===== config.mk =====
export PLATFORM = sky130hd
export DESIGN_NAME = drc_ref_ctrl
export DESIGN_NICKNAME = d
export VERILOG_FILES = /design/src/rtl/drc_pkg.sv /design/src/rtl/drc_ref_ctrl.sv
export VERILOG_INCLUDE_DIRS = /design/src /design/src/rtl
export SDC_FILE = /design/constraint.sdc
export NUM_CORES = 1
export LEC_CHECK = 0
export BUFFER_PORTS_ARGS = -buffer_cell sky130_fd_sc_hd__buf_4
export CAP_MARGIN = 15
export CORE_UTILIZATION = 54
export CTS_CLUSTER_DIAMETER = 150
export DETAILED_ROUTE_END_ITERATION = 12
export HOLD_SLACK_MARGIN = 0.12
export MAX_ROUTING_LAYER = met4
export PLACE_DENSITY = 0.86
export SLEW_MARGIN = 5
export SYNTH_ARGS = -nofsm -noshare
export SYNTH_HDL_FRONTEND = slang
export SYNTH_SLANG_ARGS = --single-unit

===== constraint.sdc =====
create_clock -name ref_clk -period 5.44 [get_ports ref_clk]
set_input_delay 0.272 -clock ref_clk [delete_from_list [all_inputs] [get_ports ref_clk]]
set_output_delay 0.272 -clock ref_clk [all_outputs]
set_load 0.005 [all_outputs]

===== src/rtl/drc_consts.svh =====
`ifndef DRC_CONSTS_SVH
`define DRC_CONSTS_SVH
// command nibble codes
`define DRC_CMD_STATIC   4'h8
`define DRC_CMD_FLEX     4'h9
// field positions inside the 24-bit command word
`define DRC_CMD_MSB      23
`define DRC_CMD_LSB      20
`define DRC_FLEX_BIT     14
`define DRC_CTRL_HI_BIT  13
`define DRC_CTRL_LO_BIT  12
`define DRC_REF_ON_BIT   4
// code range
`define DRC_CODE_MAX     12'hfff
`define DRC_CODE_STEPS   4096
// axi-lite byte offsets
`define DRC_OFF_CMD      4'h0
`define DRC_OFF_STAT     4'h4
`define DRC_OFF_CODE     4'h8
`define DRC_OFF_PWR      4'hc
// reset values
`define DRC_RST_CODE     12'h000
`define DRC_RST_PWR      8'h00
`endif


===== src/rtl/drc_pkg.sv =====
`include "drc_consts.svh"
package drc_pkg;
  typedef enum logic [2:0] {
    DRC_OFF    = 3'b001,
    DRC_TRACK  = 3'b010,
    DRC_ALWAYS = 3'b100
  } drc_ref_e;
  typedef logic [23:0] drc_cmd_t;
endpackage : drc_pkg


===== src/rtl/drc_ref_ctrl.sv =====
// The placing of the registers and register access over AXI4-Lite are this design's own decisions.
`include "drc_consts.svh"
module drc_ref_ctrl #(
  parameter int CODE_W = 12,
  parameter int NCH    = 8
) (
  // clock and reset
  input  wire logic                 ref_clk,
  input  wire logic                 rstn,
  input  wire logic                 clk_en,
  // package and format straps
  input  wire logic                 small_package,
  input  wire logic                 code_format_select,
  // axi4-lite write address
  input  wire logic [3:0]           s_awaddr,
  input  wire logic                 s_awvalid,
  output logic                      s_awready,
  // axi4-lite write data
  input  wire logic [31:0]          s_wdata,
  input  wire logic [3:0]           s_wstrb,
  input  wire logic                 s_wvalid,
  output logic                      s_wready,
  // axi4-lite write response
  output logic [1:0]                s_bresp,
  output logic                      s_bvalid,
  input  wire logic                 s_bready,
  // axi4-lite read
  input  wire logic [3:0]           s_araddr,
  input  wire logic                 s_arvalid,
  output logic                      s_arready,
  output logic [31:0]               s_rdata,
  output logic [1:0]                s_rresp,
  output logic                      s_rvalid,
  input  wire logic                 s_rready,
  // reference and datapath outputs
  output logic                      ref_enabled,
  output logic                      reference_gain_divider,
  output logic                      shared_reference_pin_oe,
  output logic [CODE_W-1:0]         string_tap
);
  import drc_pkg::*;

  // ****************************************************
  // reset synchroniser
  // ****************************************************
  logic rst_m;
  logic rst_q;

  always_ff @(posedge ref_clk or negedge rstn) begin
    if (!rstn) begin
      rst_m <= 1'b0;
      rst_q <= 1'b0;
    end else begin
      rst_m <= 1'b1;
      rst_q <= rst_m;
    end
  end

  // ****************************************************
  // helpers
  // ****************************************************
  // decoded reference action of one 24-bit command word
  function automatic logic [2:0] cmd_decode(input drc_cmd_t c,
                                            input logic flex);
    logic [3:0] nib;
    nib = c[`DRC_CMD_MSB:`DRC_CMD_LSB];
    cmd_decode = 3'b000; // bit0 valid, bit1 go_flex, bit2 go_static
    if (nib == `DRC_CMD_STATIC && !flex) begin
      cmd_decode = 3'b001;
    end else if (nib == `DRC_CMD_FLEX) begin
      if (c[`DRC_FLEX_BIT]) begin
        cmd_decode = 3'b011;
      end else begin
        cmd_decode = 3'b101;
      end
    end
  endfunction : cmd_decode

  // ****************************************************
  // bus slave
  // ****************************************************
  logic              aw_hold;
  logic              w_hold;
  logic [3:0]        aw_addr;
  logic [31:0]       w_data;
  logic [3:0]        w_strb;
  logic              next_aw_hold;
  logic              next_w_hold;
  logic [3:0]        next_aw_addr;
  logic [31:0]       next_w_data;
  logic [3:0]        next_w_strb;
  logic              next_bvalid;
  logic [1:0]        next_bresp;
  logic              next_rvalid;
  logic [31:0]       next_rdata;
  logic [1:0]        next_rresp;
  logic              wr_fire;
  drc_cmd_t          cmd_word;
  logic [CODE_W-1:0] code_reg;
  logic [NCH-1:0]    chan_up;
  drc_ref_e          ref_state;
  logic              flex_mode;
  // one write and one read in flight; a write completes only
  // once both halves are in and the response slot is free
  always_comb begin
    next_aw_hold = aw_hold;
    next_w_hold  = w_hold;
    next_aw_addr = aw_addr;
    next_w_data  = w_data;
    next_w_strb  = w_strb;
    next_bvalid  = s_bvalid;
    next_bresp   = s_bresp;
    next_rvalid  = s_rvalid;
    next_rdata   = s_rdata;
    next_rresp   = s_rresp;
    wr_fire      = 1'b0;
    if (s_awvalid && s_awready) begin
      next_aw_hold = 1'b1;
      next_aw_addr = s_awaddr;
    end
    if (s_wvalid && s_wready) begin
      next_w_hold = 1'b1;
      next_w_data = s_wdata;
      next_w_strb = s_wstrb;
    end
    if (s_bvalid && s_bready) begin
      next_bvalid = 1'b0;
    end
    if (aw_hold && w_hold && !s_bvalid) begin
      wr_fire      = 1'b1;
      next_aw_hold = 1'b0;
      next_w_hold  = 1'b0;
      next_bvalid  = 1'b1;
      next_bresp   = (aw_addr == `DRC_OFF_STAT || aw_addr[1:0] != 2'b00
                      || aw_addr > `DRC_OFF_PWR) ? 2'b10 : 2'b00;
    end
    if (s_rvalid && s_rready) begin
      next_rvalid = 1'b0;
    end
    if (s_arvalid && s_arready) begin
      next_rvalid = 1'b1;
      next_rresp  = 2'b00;
      unique case (s_araddr)
        `DRC_OFF_CMD:  next_rdata = {8'h00, cmd_word};
        `DRC_OFF_STAT: next_rdata = {26'h000_0000, flex_mode,
                                     ref_state, reference_gain_divider,
                                     ref_enabled};
        `DRC_OFF_CODE: next_rdata = {20'h0_0000, code_reg};
        `DRC_OFF_PWR:  next_rdata = {{(32-NCH){1'b0}}, chan_up};
        default: begin
          next_rdata = 32'h0000_0000;
          next_rresp = 2'b10;
        end
      endcase
    end
  end
  always_ff @(posedge ref_clk or negedge rst_q) begin
    if (!rst_q) begin
      aw_hold  <= 1'b0;
      w_hold   <= 1'b0;
      aw_addr  <= 4'h0;
      w_data   <= 32'h0000_0000;
      w_strb   <= 4'h0;
      s_bvalid <= 1'b0;
      s_bresp  <= 2'b00;
      s_rvalid <= 1'b0;
      s_rdata  <= 32'h0000_0000;
      s_rresp  <= 2'b00;
      s_awready <= 1'b0;
      s_wready  <= 1'b0;
      s_arready <= 1'b0;
    end else if (clk_en) begin
      aw_hold  <= next_aw_hold;
      w_hold   <= next_w_hold;
      aw_addr  <= next_aw_addr;
      w_data   <= next_w_data;
      w_strb   <= next_w_strb;
      s_bvalid <= next_bvalid;
      s_bresp  <= next_bresp;
      s_rvalid <= next_rvalid;
      s_rdata  <= next_rdata;
      s_rresp  <= next_rresp;
      // ready only while the holding slot is empty: back-pressure
      s_awready <= !next_aw_hold;
      s_wready  <= !next_w_hold;
      s_arready <= !next_rvalid;
    end
  end

  // ****************************************************
  // command interpreter and reference state
  // ****************************************************
  logic [CODE_W-1:0] next_code;
  logic [NCH-1:0]    next_chan;
  drc_cmd_t          next_cmd;
  drc_ref_e          next_ref;
  logic              next_flex;
  logic [2:0]        dec;
  logic              full_cmd;
  // a command acts only when all three command bytes were
  // written in one beat; partial strobes change nothing
  always_comb begin
    next_code = code_reg;
    next_chan = chan_up;
    next_cmd  = cmd_word;
    next_ref  = ref_state;
    next_flex = flex_mode;
    full_cmd  = (w_strb[2:0] == 3'b111);
    dec       = cmd_decode(w_data[23:0], flex_mode);
    if (wr_fire && aw_addr == `DRC_OFF_CODE && w_strb[1:0] == 2'b11) begin
      next_code = w_data[CODE_W-1:0];
    end
    if (wr_fire && aw_addr == `DRC_OFF_PWR && w_strb[0]) begin
      next_chan = w_data[NCH-1:0];
    end
    if (wr_fire && aw_addr == `DRC_OFF_CMD && full_cmd && dec[0]) begin
      next_cmd = w_data[23:0];
      if (dec[2]) begin
        next_flex = 1'b0;
      end else if (dec[1]) begin
        next_flex = 1'b1;
        unique case ({w_data[`DRC_CTRL_HI_BIT], w_data[`DRC_CTRL_LO_BIT]})
          2'b00: next_ref = DRC_TRACK;
          2'b01: next_ref = DRC_ALWAYS;
          2'b10: next_ref = w_data[`DRC_REF_ON_BIT] ? ref_state
                                                    : DRC_OFF;
          2'b11: next_ref = ref_state;
        endcase
      end else begin
        next_ref = w_data[`DRC_REF_ON_BIT] ? DRC_TRACK : DRC_OFF;
      end
    end
  end
  always_ff @(posedge ref_clk or negedge rst_q) begin
    if (!rst_q) begin
      code_reg  <= `DRC_RST_CODE;
      chan_up   <= `DRC_RST_PWR;
      cmd_word  <= 24'h00_0000;
      ref_state <= DRC_OFF;
      flex_mode <= 1'b0;
    end else if (clk_en) begin
      code_reg  <= next_code;
      chan_up   <= next_chan;
      cmd_word  <= next_cmd;
      ref_state <= next_ref;
      flex_mode <= next_flex;
    end
  end

  // ****************************************************
  // reference power, gain and code format outputs
  // ****************************************************
  logic              next_en;
  logic [CODE_W-1:0] next_tap;
  always_comb begin
    unique case (ref_state)
      DRC_TRACK:  next_en = |chan_up;
      DRC_ALWAYS: next_en = 1'b1;
      default:    next_en = 1'b0;
    endcase
    // two's complement maps to offset binary by msb flip
    next_tap           = code_reg;
    next_tap[CODE_W-1] = code_reg[CODE_W-1]
                         ^ (!small_package && code_format_select);
  end
  always_ff @(posedge ref_clk or negedge rst_q) begin
    if (!rst_q) begin
      ref_enabled             <= 1'b0;
      reference_gain_divider  <= 1'b0;
      shared_reference_pin_oe <= 1'b0;
      string_tap              <= `DRC_RST_CODE;
    end else if (clk_en) begin
      ref_enabled             <= next_en;
      reference_gain_divider  <= next_en;
      shared_reference_pin_oe <= next_en;
      string_tap              <= next_tap;
    end
  end
endmodule : drc_ref_ctrl


* Yosys cells after proc, flatten, opt, wreduce, memory -nomap -nowiden
Index checks and enable logic that the tools add are counted. W data, S select, Z words.
Storage, ports and cells: register bits 137, latch bits 0, memory bits (writable) 0, bits in read-only memories 0, bits of input ports 54, output and inout port bits 56, word-level logic and storage cells 106, memories kept 0
Operators by class: $add $sub $neg 0, multipliers 0, div/mod/pow operators 0, order comparisons 1, equal/unequal tests 17, shift-type cells 0, multiplexer cells 22, bitwise gates (word level) 2, reductions and logical operators 42
Operators with widths (count):
- $pmux W24 S4 | 1
- $eq A4 B4 Y1 const B | 6
- $logic_and A1 B1 Y1 | 16
- $reduce_and A2 Y1 | 8
- $mux W3 | 5
- $mux W1 | 11
- $pmux W3 S3 | 1
- $eq A4 B3 Y1 const B | 2
- $logic_not A4 Y1 | 2
- $reduce_or A8 Y1 | 1
- $eq A2 B2 Y1 const B | 3
- $eq A3 B3 Y1 const B | 2
- $logic_not A1 Y1 | 6
- $mux W2 | 3
- $reduce_bool A2 Y1 | 3
- $reduce_and A5 Y1 | 1
- $gt A4 B4 Y1 const B | 1
- $reduce_or A4 Y1 | 1
- $eq A3 B2 Y1 const B | 1
- $ne A3 B3 Y1 const B | 1
- $reduce_and A3 Y1 | 1
- $eq A2 B1 Y1 const B | 1
- $logic_not A2 Y1 | 1
- $logic_or A1 B1 Y1 | 2
- 4 further kinds | 4

* Longest topological paths before layout
depth after elaboration 7, mapped depth 7, mapped depth without buffers 6

* Worst setup path before layout
OpenSTA, ideal clock, no wires.
kind register -> register, start point register aw_addr[2], end point register cmd_word[10], setup time 0.125 ns, arrival 1.697 ns, slack 3.618 ns, cell stages (with the launch flop) 7, period minus slack after synthesis 1.822 ns, cell sequence dfrtp_1 nor4bb_4 and4b_1 nor2b_1 buf_2 buf_4 mux2_2
On the way: word-level cells in the longest chain between the ends 5
Ends and longest elaborated chain:
- start: declaration | RTL line drc_ref_ctrl.sv:84 | logic [3:0] aw_addr;
- start signal: assignment | RTL line drc_ref_ctrl.sv:175 | aw_addr <= next_aw_addr;
- $logic_not A4 Y1 (no source line)
- $logic_and A1 B1 Y1 (no source line)
- $logic_and A1 B1 Y1 (2 in a row) | RTL line drc_ref_ctrl.sv:216 | if (wr_fire && aw_addr == `DRC_OFF_CMD && full_cmd && dec[0]) begin
- $reduce_and A2 Y1 (no source line)
- end signal: assignment | RTL line drc_ref_ctrl.sv:244 | cmd_word <= next_cmd;
- end: declaration | RTL line drc_ref_ctrl.sv:98 | drc_cmd_t cmd_word;
No other way between the ends. A chain may end at the register's enable or synchronous reset.

* Final worst setup path
start point register aw_addr[1], end point register code_reg[8]
On the way: word-level cells in the longest chain between the ends 4
Ends and longest elaborated chain:
- $eq A4 B4 Y1 (no source line)
- $logic_and A1 B1 Y1 (no source line)
- $logic_and A1 B1 Y1 | RTL line drc_ref_ctrl.sv:210 | if (wr_fire && aw_addr == `DRC_OFF_CODE && w_strb[1:0] == 2'b11) begin
- $reduce_and A2 Y1 (no source line)
- end signal: assignment | RTL line drc_ref_ctrl.sv:236 | code_reg <= `DRC_RST_CODE;
- end signal: assignment | RTL line drc_ref_ctrl.sv:242 | code_reg <= next_code;
- end: declaration | RTL line drc_ref_ctrl.sv:99 | logic [CODE_W-1:0] code_reg;
No other way between the ends.

==> results.json <==
{
  "syn-mean-instance-area_um2": 13.9,
  "endpoint_kind": "register",
  "grt_first_pass_wirelength_um": 18600,
  "antennaDiodeCount": 0,
  "grt_overflow_total": 0,
  "critPathMaxStageDelay_ns": 0.72,
  "cp_slowest_cell": "sky130_fd_sc_hd__nand4b_1",
  "crit_arrival_ns": 2.80,
  "port-buffer-count": 90,
  "mappedNetlistArea_um2": 5330,
  "fp.dieH_um": 101,
  "finalWirelength_um": 11100,
  "dieArea_um2": 10300,
  "timing.fmax_mhz": 412,
  "post_synth_num_cell_types": 46,
  "placement_rows": 35,
  "grt_pass1_vias": 3837,
  "antenna_found_initial": 0,
  "slew_viol_final": 0,
  "final_cell_count_no_fill": 654,
  "clock_sinks": 127,
  "netlist_instances": 383,
  "cts-htree-levels": 4,
  "cp_num_buf_inv": 0,
  "cts_root_cell": "sky130_fd_sc_hd__clkbuf_8",
  "setup_viol_count_final": 0,
  "worst_skew_pair.late_latency_ns": 0.50,
  "detail_route.vias_per_cell": 5.42,
  "hp-class": "in -> reg",
  "fin_worst_skew_ns": 0.00964,
  "detailed_route_drc_error_count": 0,
  "timing.critical_path.from_type": "register",
  "core_um2": 9420,
  "initial_core_utilization_pct": 56.6,
  "final_hold_viol_count": 0,
  "cp_data_required_time_ns": 5.82,
  "number_of_cells_on_the_critical_path": 4,
  "place_hpwl_um": 7120,
  "ctsLongestPathBuffers": 2,
  "synth_seq_area_share_pct": 59.7,
  "dp_slack_ns": 2.86,
  "final.period_utilization_pct": 44.6,
  "layout-area-overhead-vs-synth_pct": 31.0,
  "rsz0062_at_grt": "false",
  "layout-drive-gt1-share_pct": 42.7,
  "tritoncts": "built",
  "grt_use_total_pct": 25.0,
  "cp_top_family": "simple AND/OR/NAND/NOR gates",
  "synth_top_area_cell": "sky130_fd_sc_hd__dfrtp_1",
  "dpl-instance-area_um2": 6050,
  "clkSlewWorstSetupHoldPaths_ns": 0.06,
  "via_count": 3547,
  "design.portCount": 110,
  "crit_path_max_fanout": 12,
  "synth.area.top_cells": "sky130_fd_sc_hd__dfrtp_1, sky130_fd_sc_hd__mux2_2, sky130_fd_sc_hd__buf_4",
  "min_tclk_post_route_ns": 2.43,
  "detail_route.first_pass.iterations": 5,
  "die_width_um": 101,
  "largestRegisters": "cmd_word: 24 flops, s_rdata: 24 flops, w_data: 24 flops",
  "reg2regPathDepth": 4,
  "timing.max_cap.violations": 0,
  "setup_tns_ns": 0,
  "ant_nets": 0,
  "synth.top_cell.area_share_pct": 59.2,
  "synth-seq-cells": 127,
  "stdcell_area_um2": 6980,
  "setup_slack_ns": 3.01,
  "worst_ir_drop_vdd_mv": 0.245,
  "pin_count_of_the_biggest_net_entering_global_routing": 70,
  "numPlacedInstances": 587,
  "detail_route.iter0.violations": 130,
  "status": "completed",
  "synth-warning-count": 0,
  "number_of_buffers_added_by_the_clock_tree_synthesis_step": 17,
  "slew_headroom_pct": 42.0,
  "design.final.nets": 569,
  "power_per_cell_area_nw_per_um2": 437,
  "worst_margin_slew_ns": 0.865,
  "timing.setup.critical_path_class": "reg -> reg",
  "cp_cell_sequence": "nor3b_1, nor2b_1, nand4b_1, mux2_2",
  "power.total_mw": 3.05,
  "avgRoutedWirePerCell_um": 17.0,
  "cellLeakagePower_nw": 3.44,
  "hold_path_depth": 4,
  "placer_s_final_routability_congestion_estimate": 0.808
}
-- metrics by stage --
step | hold slack, ns | util, %
global route | 0.131 | 74.1
detailed placement | 0.0558 | 64.2
finish | 0.135 | 74.1
CTS | 0.120 | 74.1
floorplan | -0.0236 | -
global placement | 0.0543 | 64.2
-- what timing repair did --
item / 4_1_cts / 5_1_grt
setup buffers: 0 / 0
hold buffers: 35 / 0
endpoints found under the hold margin: 35 / 0
gates resized for setup: 0 / 0
-- cells in the final DEF (no fill, tap or decap), drive strengths merged, types with 7 or more instances in the layout --
master       count
inv             12
nand2           19
conb            11
buf             93
a22o            12
dfrtp          126
mux2            92
dlygate4sd3     35
clkbuf          20
nor2b            7
a21oi            7
a22oi            7
mux2i            7
o21ai           10
nor2            10
-- layout make-up --
type	instances	area, um^2
tap	129	161
sequential	127	3180
inverter	9	33.8
clock buffer	20	445
timing repair buffer	128	1050
multi-input combinational	229	1970
fill	606	2440
clock inverter	12	133
-- routing by layer --
| layer | track usage, % | share of wire, % |
|---|---|---|
| met3 | 6.35 | 4.2 |
| met2 | 42.1 | 52 |
| met5 | - | 0 |
| met4 | 8.25 | 1.1 |
| met1 | 29.5 | 43 |
-- worst reg2reg max path, cell delays in order, from the launching register on --
cell and delay, ns:
sky130_fd_sc_hd__dfrtp_1 0.39, sky130_fd_sc_hd__nor3b_1 0.36, sky130_fd_sc_hd__nor2b_1 0.28, sky130_fd_sc_hd__nand4b_1 0.72
sky130_fd_sc_hd__mux2_2 0.56
-- cells in the mapped netlist, drive strengths merged --
library cell	n
o22ai	1
or2	1
a22oi	7
nor3b	3
or3	1
conb	2
nor2b	7
nand2b	2
o41ai	1
a21oi	7
a211oi	1
o211a	1
nor4bb	2
or4	1
and4b	1
nand2	19
ha	3
inv	9
o21ai	10
o21a	1
dfrtp	126
dfstp	1
mux2i	7
a21boi	3
nand4	1
nor4	2
mux2	92
clkbuf	6
nor2	10
and2	1
or4b	1
nand4b	3
buf	21
o31ai	3
a22o	12
nand3	5
a221o	6
nor3	2
xnor2	1
-- path summary, 6_finish.rpt --
path / end / slack (ns) / start
max in group asynchronous: ref_state[2] / 3.75 / rst_q
worst min-delay path: string_tap[11] / 0.13 / small_package
worst max-delay path: code_reg[8] / 3.01 / aw_addr[1]
worst min register to register: rst_q / 0.36 / rst_m
worst max register to register: code_reg[8] / 3.01 / aw_addr[1]
min in group asynchronous: w_data[23] / 0.46 / rst_q
-- kinds of logic after synthesis --
group	synth area share, %
flops	59.7
mux	20.8
simple gates	7.28
compound gates	7.28
buf+inv	3.95
fa+ha+maj	0.705
other cells	0.141
xor+xnor	0.165
-- power breakdown --
group          internal [mW]  leakage [nW]  total, mW  switching, mW
clock network          0.678         0.278       1.08          0.401
registers               1.18          1.67       1.40          0.218
logic                  0.361          1.49      0.576          0.215
total                   2.22          3.44       3.05          0.833
Power figures use the tool's default switching activity.
